==> src/hdl/wdt_pkg.sv <==
// package: port map, register layout and timing constants for the config-port watchdog
package wdt_pkg;
   // ============================================================
   // io ports
   localparam logic [7:0] PORT_INDEX      = 8'h2E;
   localparam logic [7:0] PORT_DATA       = 8'h2F;
   // ============================================================
   // key values written to the index port
   localparam logic [7:0] KEY_UNLOCK      = 8'h87;
   localparam logic [7:0] KEY_LOCK        = 8'hAA;
   // ============================================================
   // register indices
   localparam logic [7:0] REG_FUNC_SEL    = 8'h07;
   localparam logic [7:0] REG_FUNC_ACT    = 8'h30;
   localparam logic [7:0] REG_UNIT_CFG    = 8'hF5;
   localparam logic [7:0] REG_COUNT       = 8'hF6;
   localparam logic [7:0] REG_CTRL_STAT   = 8'hF7;
   localparam logic [7:0] FUNC_WATCHDOG   = 8'h08;
   // ============================================================
   // field positions
   localparam int         BIT_ACT_EN      = 0;
   localparam int         BIT_UNIT_MIN    = 3;
   localparam int         BIT_FAST        = 4;
   localparam int         BIT_STATUS      = 4;
   localparam int         BIT_FORCE       = 5;
   localparam int         BIT_KBD_EN      = 6;
   // ============================================================
   // reset values
   localparam logic [7:0] RST_FUNC_SEL    = 8'h00;
   localparam logic [7:0] RST_FUNC_ACT    = 8'h00;
   localparam logic [7:0] RST_UNIT_CFG    = 8'h00;
   localparam logic [7:0] RST_COUNT       = 8'h00;
   localparam logic [7:0] RST_CTRL        = 8'h00;
   // ============================================================
   // timing
   localparam longint     CLK_HZ          = 20000000;
   localparam longint     SEC_S           = 1;
   localparam longint     MIN_S           = 60;
   localparam longint     FAST_DIV        = 1000;
   localparam longint     SEC_CYC         = CLK_HZ * SEC_S;
   localparam longint     MS_CYC          = SEC_CYC / FAST_DIV;
   localparam longint     MIN_TICKS       = MIN_S;
   // host wait between read strobe and read data
   localparam int         RD_LAT          = 1;
endpackage

==> src/hdl/wdt_if.sv <==
// interface: i/o port cycles between host controller and watchdog device
`timescale 1ns/1ps
interface wdt_if;
   logic [7:0] io_addr;
   logic [7:0] io_wdata;
   logic       io_wr;
   logic       io_rd;
   logic [7:0] io_rdata;
   logic       kbd_activity;

   modport device (
      input  io_addr,
      input  io_wdata,
      input  io_wr,
      input  io_rd,
      output io_rdata,
      input  kbd_activity
   );
   modport host (
      output io_addr,
      output io_wdata,
      output io_wr,
      output io_rd,
      input  io_rdata,
      output kbd_activity
   );
endinterface

==> src/hdl/tick_gen.sv <==
// prescaler: produces one-cycle unit ticks for the watchdog countdown
`timescale 1ns/1ps
module tick_gen #(
   parameter longint SEC_CYC = wdt_pkg::SEC_CYC,
   parameter longint MS_CYC  = wdt_pkg::MS_CYC
) (
   input  wire logic ref_clk,
   input  wire logic rst_b,
   input  wire logic clr,
   input  wire logic minutes,
   input  wire logic fast,
   output logic      tick
);
   // elaboration guard: counts must fit the 32-bit prescaler
   if (MS_CYC < 1 || SEC_CYC < MS_CYC || SEC_CYC > 64'h00000000FFFFFFFF) begin : g_bad_prescale
      $error("tick_gen: bad prescale");
   end

   logic [31:0] pre_r;
   logic [31:0] pre_nxt;
   logic [7:0]  min_r;
   logic [7:0]  min_nxt;
   logic [31:0] pre_top;
   logic        pre_wrap;
   logic        min_wrap;

   // ============================================================
   // base period: one second or one millisecond of ref_clk
   assign pre_top  = fast ? 32'(MS_CYC - 1) : 32'(SEC_CYC - 1);
   assign pre_wrap = (pre_r >= pre_top);
   assign min_wrap = (min_r == 8'(wdt_pkg::MIN_TICKS - 1));
   assign pre_nxt  = (clr || pre_wrap) ? 32'h0 : pre_r + 32'h1;
   assign min_nxt  = clr ? 8'h00 : (pre_wrap ? (min_wrap ? 8'h00 : min_r + 8'h01) : min_r);

   // minutes mode stretches every base period by sixty
   always_ff @(posedge ref_clk or negedge rst_b) begin
      if (!rst_b) begin
         pre_r <= 32'h0;
         min_r <= 8'h00;
         tick  <= 1'b0;
      end else begin
         pre_r <= pre_nxt;
         min_r <= minutes ? min_nxt : 8'h00;
         tick  <= !clr && pre_wrap && (!minutes || min_wrap);
      end
   end
endmodule

==> src/hdl/wdt_device.sv <==
// device end: locked index/data config space holding the watchdog timer
`timescale 1ns/1ps
// ============================================================
// Overview of operation
// [RULE_01] index port 2E, data port 2F
// [RULE_02] host writes index before each data access
// [RULE_03] two 87 writes unlock config space
// [RULE_04] AA on index port relocks
// [RULE_05] function 08 maps watchdog registers
// [RULE_06] activation bit enables watchdog, reset off
// [RULE_07] unit bit: seconds clear, minutes set
// [RULE_08] fast bit ticks thousand times faster
// [RULE_09] zero count stops timer, reset zero
// [RULE_10] count 1..255 units before expiry
// [RULE_11] count write restarts countdown
// [RULE_12] keyboard reload only when enabled
// [RULE_13] force bit times out, self clears
// [RULE_14] status bit reads one after expiry
// [RULE_15] expiry asserts timeout output
// [RULE_16] locked space ignores writes, reads zero
// [RULE_17] prescaled ticks decrement, expire at zero
module wdt_device #(
   parameter longint SEC_CYC = wdt_pkg::SEC_CYC,
   parameter longint MS_CYC  = wdt_pkg::MS_CYC
) (
   input  wire logic ref_clk,
   input  wire logic rst_b,
   wdt_if.device     bus,
   output logic      timeout_out,
   output logic      unlocked
);
   typedef enum logic [2:0] {
      LK_LOCKED = 3'b001,
      LK_HALF   = 3'b010,
      LK_OPEN   = 3'b100
   } lock_t;

   lock_t       lock_r;
   lock_t       lock_nxt;
   logic [7:0]  index_r;
   logic [7:0]  func_r;
   logic [7:0]  act_r;
   logic [7:0]  unit_r;
   logic [7:0]  count_r;
   logic [7:0]  count_nxt;
   logic [7:0]  ctrl_r;
   logic        status_r;
   logic        status_nxt;
   logic [7:0]  rdata_r;
   logic        tick;

   wire         idx_wr   = bus.io_wr && (bus.io_addr == wdt_pkg::PORT_INDEX);
   wire         dat_wr   = bus.io_wr && (bus.io_addr == wdt_pkg::PORT_DATA);
   wire         dat_rd   = bus.io_rd && (bus.io_addr == wdt_pkg::PORT_DATA);
   wire         open_w   = (lock_r == LK_OPEN);
   // [RULE_05] watchdog bank select
   wire         wd_map   = (func_r == wdt_pkg::FUNC_WATCHDOG);
   // [RULE_16] writes gated by lock
   wire         cfg_wr   = dat_wr && open_w;
   wire         wr_func  = cfg_wr && (index_r == wdt_pkg::REG_FUNC_SEL);
   wire         wr_act   = cfg_wr && wd_map && (index_r == wdt_pkg::REG_FUNC_ACT);
   wire         wr_unit  = cfg_wr && wd_map && (index_r == wdt_pkg::REG_UNIT_CFG);
   wire         wr_count = cfg_wr && wd_map && (index_r == wdt_pkg::REG_COUNT);
   wire         wr_ctrl  = cfg_wr && wd_map && (index_r == wdt_pkg::REG_CTRL_STAT);
   wire         enabled  = act_r[wdt_pkg::BIT_ACT_EN];
   wire         force_w  = wr_ctrl && bus.io_wdata[wdt_pkg::BIT_FORCE];
   // [RULE_12] keyboard reload when enabled
   wire         kbd_rel  = bus.kbd_activity && ctrl_r[wdt_pkg::BIT_KBD_EN];
   // [RULE_17] expiry on last tick from one
   wire         expire   = enabled && tick && (count_r == 8'h01) && !wr_count && !kbd_rel;
   // last written count, reused by keyboard reloads
   logic [7:0]  reload_val_r;

   // ============================================================
   // parameter guard: prescale counts must fit 32 bits
   if (MS_CYC < 1 || SEC_CYC < MS_CYC || SEC_CYC > 64'h00000000FFFFFFFF) begin : g_bad_prescale
      $error("wdt_device: prescale counts out of range");
   end

   // ============================================================
   // lock sequence tracker
   // any other index write while locked starts the key pair over
   // [RULE_03] two consecutive unlock keys
   // [RULE_04] lock key closes the space
   always_comb begin
      lock_nxt = lock_r;
      if (idx_wr) begin
         if (bus.io_wdata == wdt_pkg::KEY_LOCK && open_w) begin
            lock_nxt = LK_LOCKED;
         end else if (bus.io_wdata == wdt_pkg::KEY_UNLOCK && !open_w) begin
            lock_nxt = (lock_r == LK_HALF) ? LK_OPEN : LK_HALF;
         end else if (!open_w) begin
            lock_nxt = LK_LOCKED;
         end
      end
   end

   // ============================================================
   // countdown next value
   // [RULE_11] write restarts from new value
   // [RULE_09] zero holds timer stopped
   // [RULE_10] nonzero loads count units
   // reload is ignored at zero so a key press cannot wake a stopped timer
   always_comb begin
      count_nxt = count_r;
      if (wr_count) begin
         count_nxt = bus.io_wdata;
      end else if (kbd_rel && count_r != 8'h00) begin
         count_nxt = reload_val_r;
      end else if (enabled && tick && count_r != 8'h00) begin
         count_nxt = count_r - 8'h01;
      end
   end

   // ============================================================
   // timeout status: a count write clears it and cancels an expiry in the same cycle
   // status stays set until software writes a new count
   // [RULE_14] sticky expiry status
   assign status_nxt = (expire || force_w) ? 1'b1 : (wr_count ? 1'b0 : status_r);

   // ============================================================
   // lock state and index register
   always_ff @(posedge ref_clk or negedge rst_b) begin
      if (!rst_b) begin
         lock_r  <= LK_LOCKED;
         index_r <= 8'h00;
      end else begin
         lock_r  <= lock_nxt;
         // [RULE_01] index port latches selection
         if (idx_wr && open_w) index_r <= bus.io_wdata;
      end
   end

   // ============================================================
   // configuration registers
   always_ff @(posedge ref_clk or negedge rst_b) begin
      if (!rst_b) begin
         func_r       <= wdt_pkg::RST_FUNC_SEL;
         act_r        <= wdt_pkg::RST_FUNC_ACT;
         unit_r       <= wdt_pkg::RST_UNIT_CFG;
         ctrl_r       <= wdt_pkg::RST_CTRL;
         reload_val_r <= wdt_pkg::RST_COUNT;
      end else begin
         if (wr_func) func_r <= bus.io_wdata;
         // [RULE_06] activation enables watchdog
         if (wr_act) act_r <= bus.io_wdata;
         // [RULE_07] unit select stored
         if (wr_unit) unit_r <= bus.io_wdata;
         // force bit never stored, so it reads back zero
         if (wr_ctrl) ctrl_r <= {bus.io_wdata[7:6], 6'h00};
         if (wr_count) reload_val_r <= bus.io_wdata;
      end
   end

   // ============================================================
   // timer state and outputs
   // pin copies the status flop so pin and readback never disagree
   always_ff @(posedge ref_clk or negedge rst_b) begin
      if (!rst_b) begin
         count_r     <= wdt_pkg::RST_COUNT;
         status_r    <= 1'b0;
         timeout_out <= 1'b0;
         unlocked    <= 1'b0;
      end else begin
         count_r     <= count_nxt;
         status_r    <= status_nxt;
         // [RULE_13] force gives immediate timeout
         // [RULE_15] expiry drives timeout output
         timeout_out <= status_nxt;
         unlocked    <= (lock_nxt == LK_OPEN);
      end
   end

   // ============================================================
   // read path: data one cycle after the read strobe
   // idle cycles read zero so no stale register value lingers on the bus
   wire [7:0] ctrl_view = ctrl_r | (8'(status_r) << wdt_pkg::BIT_STATUS);
   wire [7:0] rd_mux =
      (index_r == wdt_pkg::REG_FUNC_SEL)               ? func_r  :
      (wd_map && index_r == wdt_pkg::REG_FUNC_ACT)     ? act_r   :
      (wd_map && index_r == wdt_pkg::REG_UNIT_CFG)     ? unit_r  :
      (wd_map && index_r == wdt_pkg::REG_COUNT)        ? count_r :
      (wd_map && index_r == wdt_pkg::REG_CTRL_STAT)    ? ctrl_view : 8'h00;

   always_ff @(posedge ref_clk or negedge rst_b) begin
      if (!rst_b) begin
         rdata_r <= 8'h00;
      end else begin
         // [RULE_16] locked reads return zero
         rdata_r <= (dat_rd && open_w) ? rd_mux : 8'h00;
      end
   end
   assign bus.io_rdata = rdata_r;

   // ============================================================
   // unit prescaler
   // restarted by every count write or reload so the first unit is whole
   // [RULE_08] fast mode divides by thousand
   tick_gen #(
      .SEC_CYC (SEC_CYC),
      .MS_CYC  (MS_CYC)
   ) i_tick_gen (
      .ref_clk (ref_clk),
      .rst_b   (rst_b),
      .clr     (wr_count || kbd_rel),
      .minutes (unit_r[wdt_pkg::BIT_UNIT_MIN]),
      .fast    (unit_r[wdt_pkg::BIT_FAST]),
      .tick    (tick)
   );
endmodule

==> src/flat_wrapper.sv <==
// flat-port wrapper written by rule: the top's interface ports become plain ports
module wdt_device_flat 
#(
   parameter longint SEC_CYC = wdt_pkg::SEC_CYC,
   parameter longint MS_CYC  = wdt_pkg::MS_CYC
)
  (ref_clk, rst_b, timeout_out, unlocked, bus_io_addr, bus_io_wdata, bus_io_wr, bus_io_rd, bus_io_rdata, bus_kbd_activity);
  wdt_if bus_i ();
  input  wire logic ref_clk;
  input  wire logic rst_b;
  output logic timeout_out;
  output logic unlocked;
  input wire logic [$bits(bus_i.io_addr)-1:0] bus_io_addr;
  input wire logic [$bits(bus_i.io_wdata)-1:0] bus_io_wdata;
  input wire logic [$bits(bus_i.io_wr)-1:0] bus_io_wr;
  input wire logic [$bits(bus_i.io_rd)-1:0] bus_io_rd;
  output wire logic [$bits(bus_i.io_rdata)-1:0] bus_io_rdata;
  input wire logic [$bits(bus_i.kbd_activity)-1:0] bus_kbd_activity;
  assign bus_i.io_addr = bus_io_addr;
  assign bus_i.io_wdata = bus_io_wdata;
  assign bus_i.io_wr = bus_io_wr;
  assign bus_i.io_rd = bus_io_rd;
  assign bus_io_rdata = bus_i.io_rdata;
  assign bus_i.kbd_activity = bus_kbd_activity;
  wdt_device #(.SEC_CYC(SEC_CYC), .MS_CYC(MS_CYC)) u_core (.ref_clk(ref_clk), .rst_b(rst_b), .bus(bus_i), .timeout_out(timeout_out), .unlocked(unlocked));
endmodule
==> config.mk <==
export PLATFORM = sky130hd
export DESIGN_NAME = wdt_device_flat
export DESIGN_NICKNAME = d
export VERILOG_FILES = /design/src/hdl/wdt_pkg.sv /design/src/hdl/wdt_if.sv /design/src/hdl/tick_gen.sv /design/src/hdl/wdt_device.sv /design/src/flat_wrapper.sv
export SDC_FILE = /design/constraint.sdc
export NUM_CORES = 1
export LEC_CHECK = 0
export BUFFER_PORTS_ARGS = -buffer_cell sky130_fd_sc_hd__buf_2
export CORE_ASPECT_RATIO = 2
export CORE_MARGIN = 3
export CORE_UTILIZATION = 40
export CTS_CLUSTER_SIZE = 8
export DETAILED_ROUTE_END_ITERATION = 10
export SLEW_MARGIN = 40
export SYNTH_ARGS = -nofsm -noshare
export SYNTH_HDL_FRONTEND = slang
export SYNTH_SLANG_ARGS = --single-unit
==> constraint.sdc <==
create_clock -name ref_clk -period 3.1 [get_ports ref_clk]
set_input_delay 0.155 -clock ref_clk [delete_from_list [all_inputs] [get_ports ref_clk]]
set_output_delay 0.155 -clock ref_clk [all_outputs]
set_load 0.01 [all_outputs]
==> results.tsv <==
metric	value	unit
synthTopCellsByArea	dfrtp_1, mux2_2, nand2_1, nor2_1, ha_1	
dr.pass1.iters	4	
total_switching_power	0.0005706	W
cts_buffer_depth	2	
yosysSeqAreaShare	49.41	%
drc	0	
crit_chain	inv_1, ha_1, nand4_1, or3_1, a2111oi_4, o21ai_2, a2111oi_0, a311o_1	
synth_area_per_cell	10.35	um^2
diodes	0	
crit_path_start_kind	flip-flop	
grt_usage	18.81	%
crit_family	compound AO/OA/AOI/OAI gates	
stdcell_area	5953	um^2
ys.flop_type	dfrtp_1	
dp_slack	0.3741	ns
worstHoldStart	bus_io_wdata[6]	
min_period	2.737	ns
rsz0062_at_grt	no	
crit_slowest_cell	dfrtp_1	
cts_resized	0	
antenna_found_initial	0	
rows	58	
post_route_cells_drive_above_1_share	19.53	%
worst_slack	0.3634	ns
whs_endpoint	u_core.reload_val_r[6]	
combPwrFrac	2.6	%
ys_types	70	
reg2reg_slack	0.36	ns
areaGrowthSynthToFinish	12.96	%
hold_violations	0	
synth_seq_cells	104	
switching_share	22.57	%
max_freq	365.4	MHz
wl	12.84	mm
vias_per_cell	5.799	
grt_max_degree	62	
slew_headroom	53.50	%
drv.max_cap_violation_count	0	
vias	4106	
place_congestion	0.8602	
synth_edf_count	0	
yosys_warnings	0	
grt_pass1_vias	4330	
cts_tree	done	
whs_path_depth	3	
wire_per_inst	18.14	um
reg2regPathDepth	8	
pwr-share-seq	54.0	%
cts_max_level	3	
leakage	2.735	nW
syn_area	5270	um^2
cts_made_buffers	9	
ant_nets	0	
period_share	88.28	%
cts_root_buf	clkbuf_16	
hpwlAfterDp	9.604	mm
die_x	87.17	um
tightest_slew	0.6950	ns
p_clk_share	43.4	%
async_flop_share	100.0	%
r2r_start	u_core.unit_r[4]	
cp_num_buf_inv	1	
yosysTopAreaCellShare	48.91	%
clkLatencyLatePin	0.35	ns
setup_violations	0	
synth_largest_area_cell	dfrtp_1	
status	finished, final reports clean	
hold_path_class	input port to flip-flop	
grt_pass1_wl	21.52	mm
cpPeakStageDelay	0.57	ns
r2r-end	u_core.i_tick_gen.min_r[3]	
endpoint_kind	flip-flop	
grt_overflow	0	
cp_data_arrival_time	3.02	ns
p_int	0.001958	W
fillCellCount	1151	
die_area	14670	um^2
initial_core_util	41.50	%
cp.required	3.38	ns
ios	31	
synth_cells	509	
drt_iter0_markers	187	
cts_sinks	104	
clk_pin_slew	0.07	ns
die_h	168.3	um
placed_cell_area	5648	um^2
core	12700	um^2
crit_type	flip-flop to flip-flop	
port_buffers	30	
power.density	424.7	nW/um^2
irDropWorstVdd	0.0002818	V
nets	588	
cp_max_fo	11	
fin_skew	0.007981	ns
fin_setup_tns	0	ns
report.final.slew_viol_count	0	
## placed cells by master, fill, tap and decap left out, drive strengths merged, types with 10 or more instances in the layout
cell type	synthesis	final
and3	16	16
ha	14	14
dfrtp	103	103
o21ai	15	15
nor3	13	13
nand3	23	23
a21oi	16	16
nor2	50	50
xor2	11	11
buf	5	38
nand2	71	71
clkbuf	6	10
mux2	34	34
nand4	12	12
xnor2	12	12
a22oi	13	13
## synthesized netlist by cell type, types with 3 or more instances
master,instances
or3_1,4
ha_1,14
nand4_1,11
xnor2_1,12
nor2_1,50
nand3_1,23
buf_2,4
a22oi_1,13
nor3_1,13
nor4bb_1,3
nand2_1,71
o22ai_1,3
nand2b_1,3
a21oi_1,15
a211o_1,4
xor2_1,11
a222oi_1,3
inv_1,6
nor4_1,8
mux2_2,34
o211ai_1,5
a21o_1,3
clkbuf_1,6
o21ai_0,13
dfrtp_1,103
a31oi_1,3
and3_2,4
and2_1,4
and3_1,11
## routing by layer
metal | vias to the layer above | global-route usage [%] | routed length [um]
met3 | 30 | 3.281 | 429
met2 | 97 | 34.29 | 7190
li1 | 1948 | - | -
met4 | 0 | 9.085 | 482
met1 | 2031 | 20.28 | 4739
met5 | - | 0 | 0
## kinds of logic (layout without fill, tap and decap cells)
kind of cell             Yosys count  in the layout  share of synthesized area [%]
AO/OA/AOI/OAI                     85             85                          11.87
multiplexers                      36             36                          7.645
adder cells (fa/ha/maj)           14             14                          3.324
buffers and inverters             17             61                          1.448
AND/OR/NAND/NOR                  229            229                          22.41
XOR/XNOR                          23             23                          3.822
other                              1              6                        0.07116
flip-flops                       104            104                          49.41
## registers in the layout (all words and copies together), names as in the netlist
register                 count
u_core.act_r                 8
u_core.lock_r                3
u_core.index_r               8
u_core.ctrl_r                2
u_core.func_r                8
u_core.bus.io_rdata          8
u_core.unit_r                8
u_core.count_r               8
u_core.unlocked              1
u_core.i_tick_gen.min_r      8
u_core.reload_val_r          8
u_core.i_tick_gen.pre_r     32
u_core.i_tick_gen.tick       1
u_core.timeout_out           1
## how the worst max path moves through the flow
stage | cells after the start | slack [ns] | end | from
6_report | 8 | 0.36 | u_core.i_tick_gen.min_r[3] | u_core.unit_r[4]
4_1_cts | 8 | 0.35 | u_core.i_tick_gen.min_r[3] | u_core.unit_r[4]
3_3_place_gp | 8 | 0.50 | u_core.i_tick_gen.min_r[5] | u_core.unit_r[4]
5_1_grt | 8 | 0.11 | u_core.i_tick_gen.min_r[3] | u_core.unit_r[4]
2_1_floorplan | 8 | 0.68 | u_core.i_tick_gen.min_r[3] | u_core.unit_r[4]
3_5_place_dp | 8 | 0.37 | u_core.i_tick_gen.min_r[3] | u_core.unit_r[4]
## repair_timing
item / 4_1_cts / 5_1_grt
endpoints found under the hold margin: 60 / 0
buffers inserted: 0 / 0
hold buffers: 1 / 0
## worst reg2reg max path, cell delays in order (launching register included)
cell and delay (ns):
dfrtp_1 0.57, inv_1 0.13, ha_1 0.32, nand4_1 0.09, or3_1 0.38, a2111oi_4 0.36
o21ai_2 0.21, a2111oi_0 0.45, a311o_1 0.17
## stage by stage
stage | util [%] | cells | power [W] | hold slack, ns
2_1_floorplan | - | 514 | 0.001399 | -0.1406
4_1_cts | 46.85 | 708 | 0.002573 | 0.1160
3_3_place_gp | 44.47 | 691 | 0.001456 | 0.2878
3_5_place_dp | 44.47 | 691 | 0.001459 | 0.2983
6_report | 46.88 | 708 | 0.002529 | 0.1302
5_1_grt | 46.88 | 708 | 0.002631 | 0.1431
## cell type report
class / instances / area, um^2 / share of cell area (%)
Clock buffer: 10 / 239.0 / 4.014
Clock inverter: 6 / 52.55 / 0.8827
Inverter: 6 / 22.52 / 0.3783
Multi-Input combinational cell: 393 / 2609 / 43.82
Sequential cell: 104 / 2604 / 43.74
Tap cell: 150 / 187.7 / 3.153
Timing Repair Buffer: 39 / 239.0 / 4.014
## power by group through the flow
stage / clock network [W] / registers (W) / logic [W]
after global routing: 0.00119 / 0.00136 / 0.0000761
after CTS: 0.00114 / 0.00136 / 0.0000685
after detailed placement: 0 / 0.00139 / 0.0000673
final: 0.00110 / 0.00136 / 0.0000664
after global placement: 0 / 0.00139 / 0.0000656
after floorplan: 0 / 0.00139 / 0.00000798
Note: power is estimated with default switching activity, not from simulation.
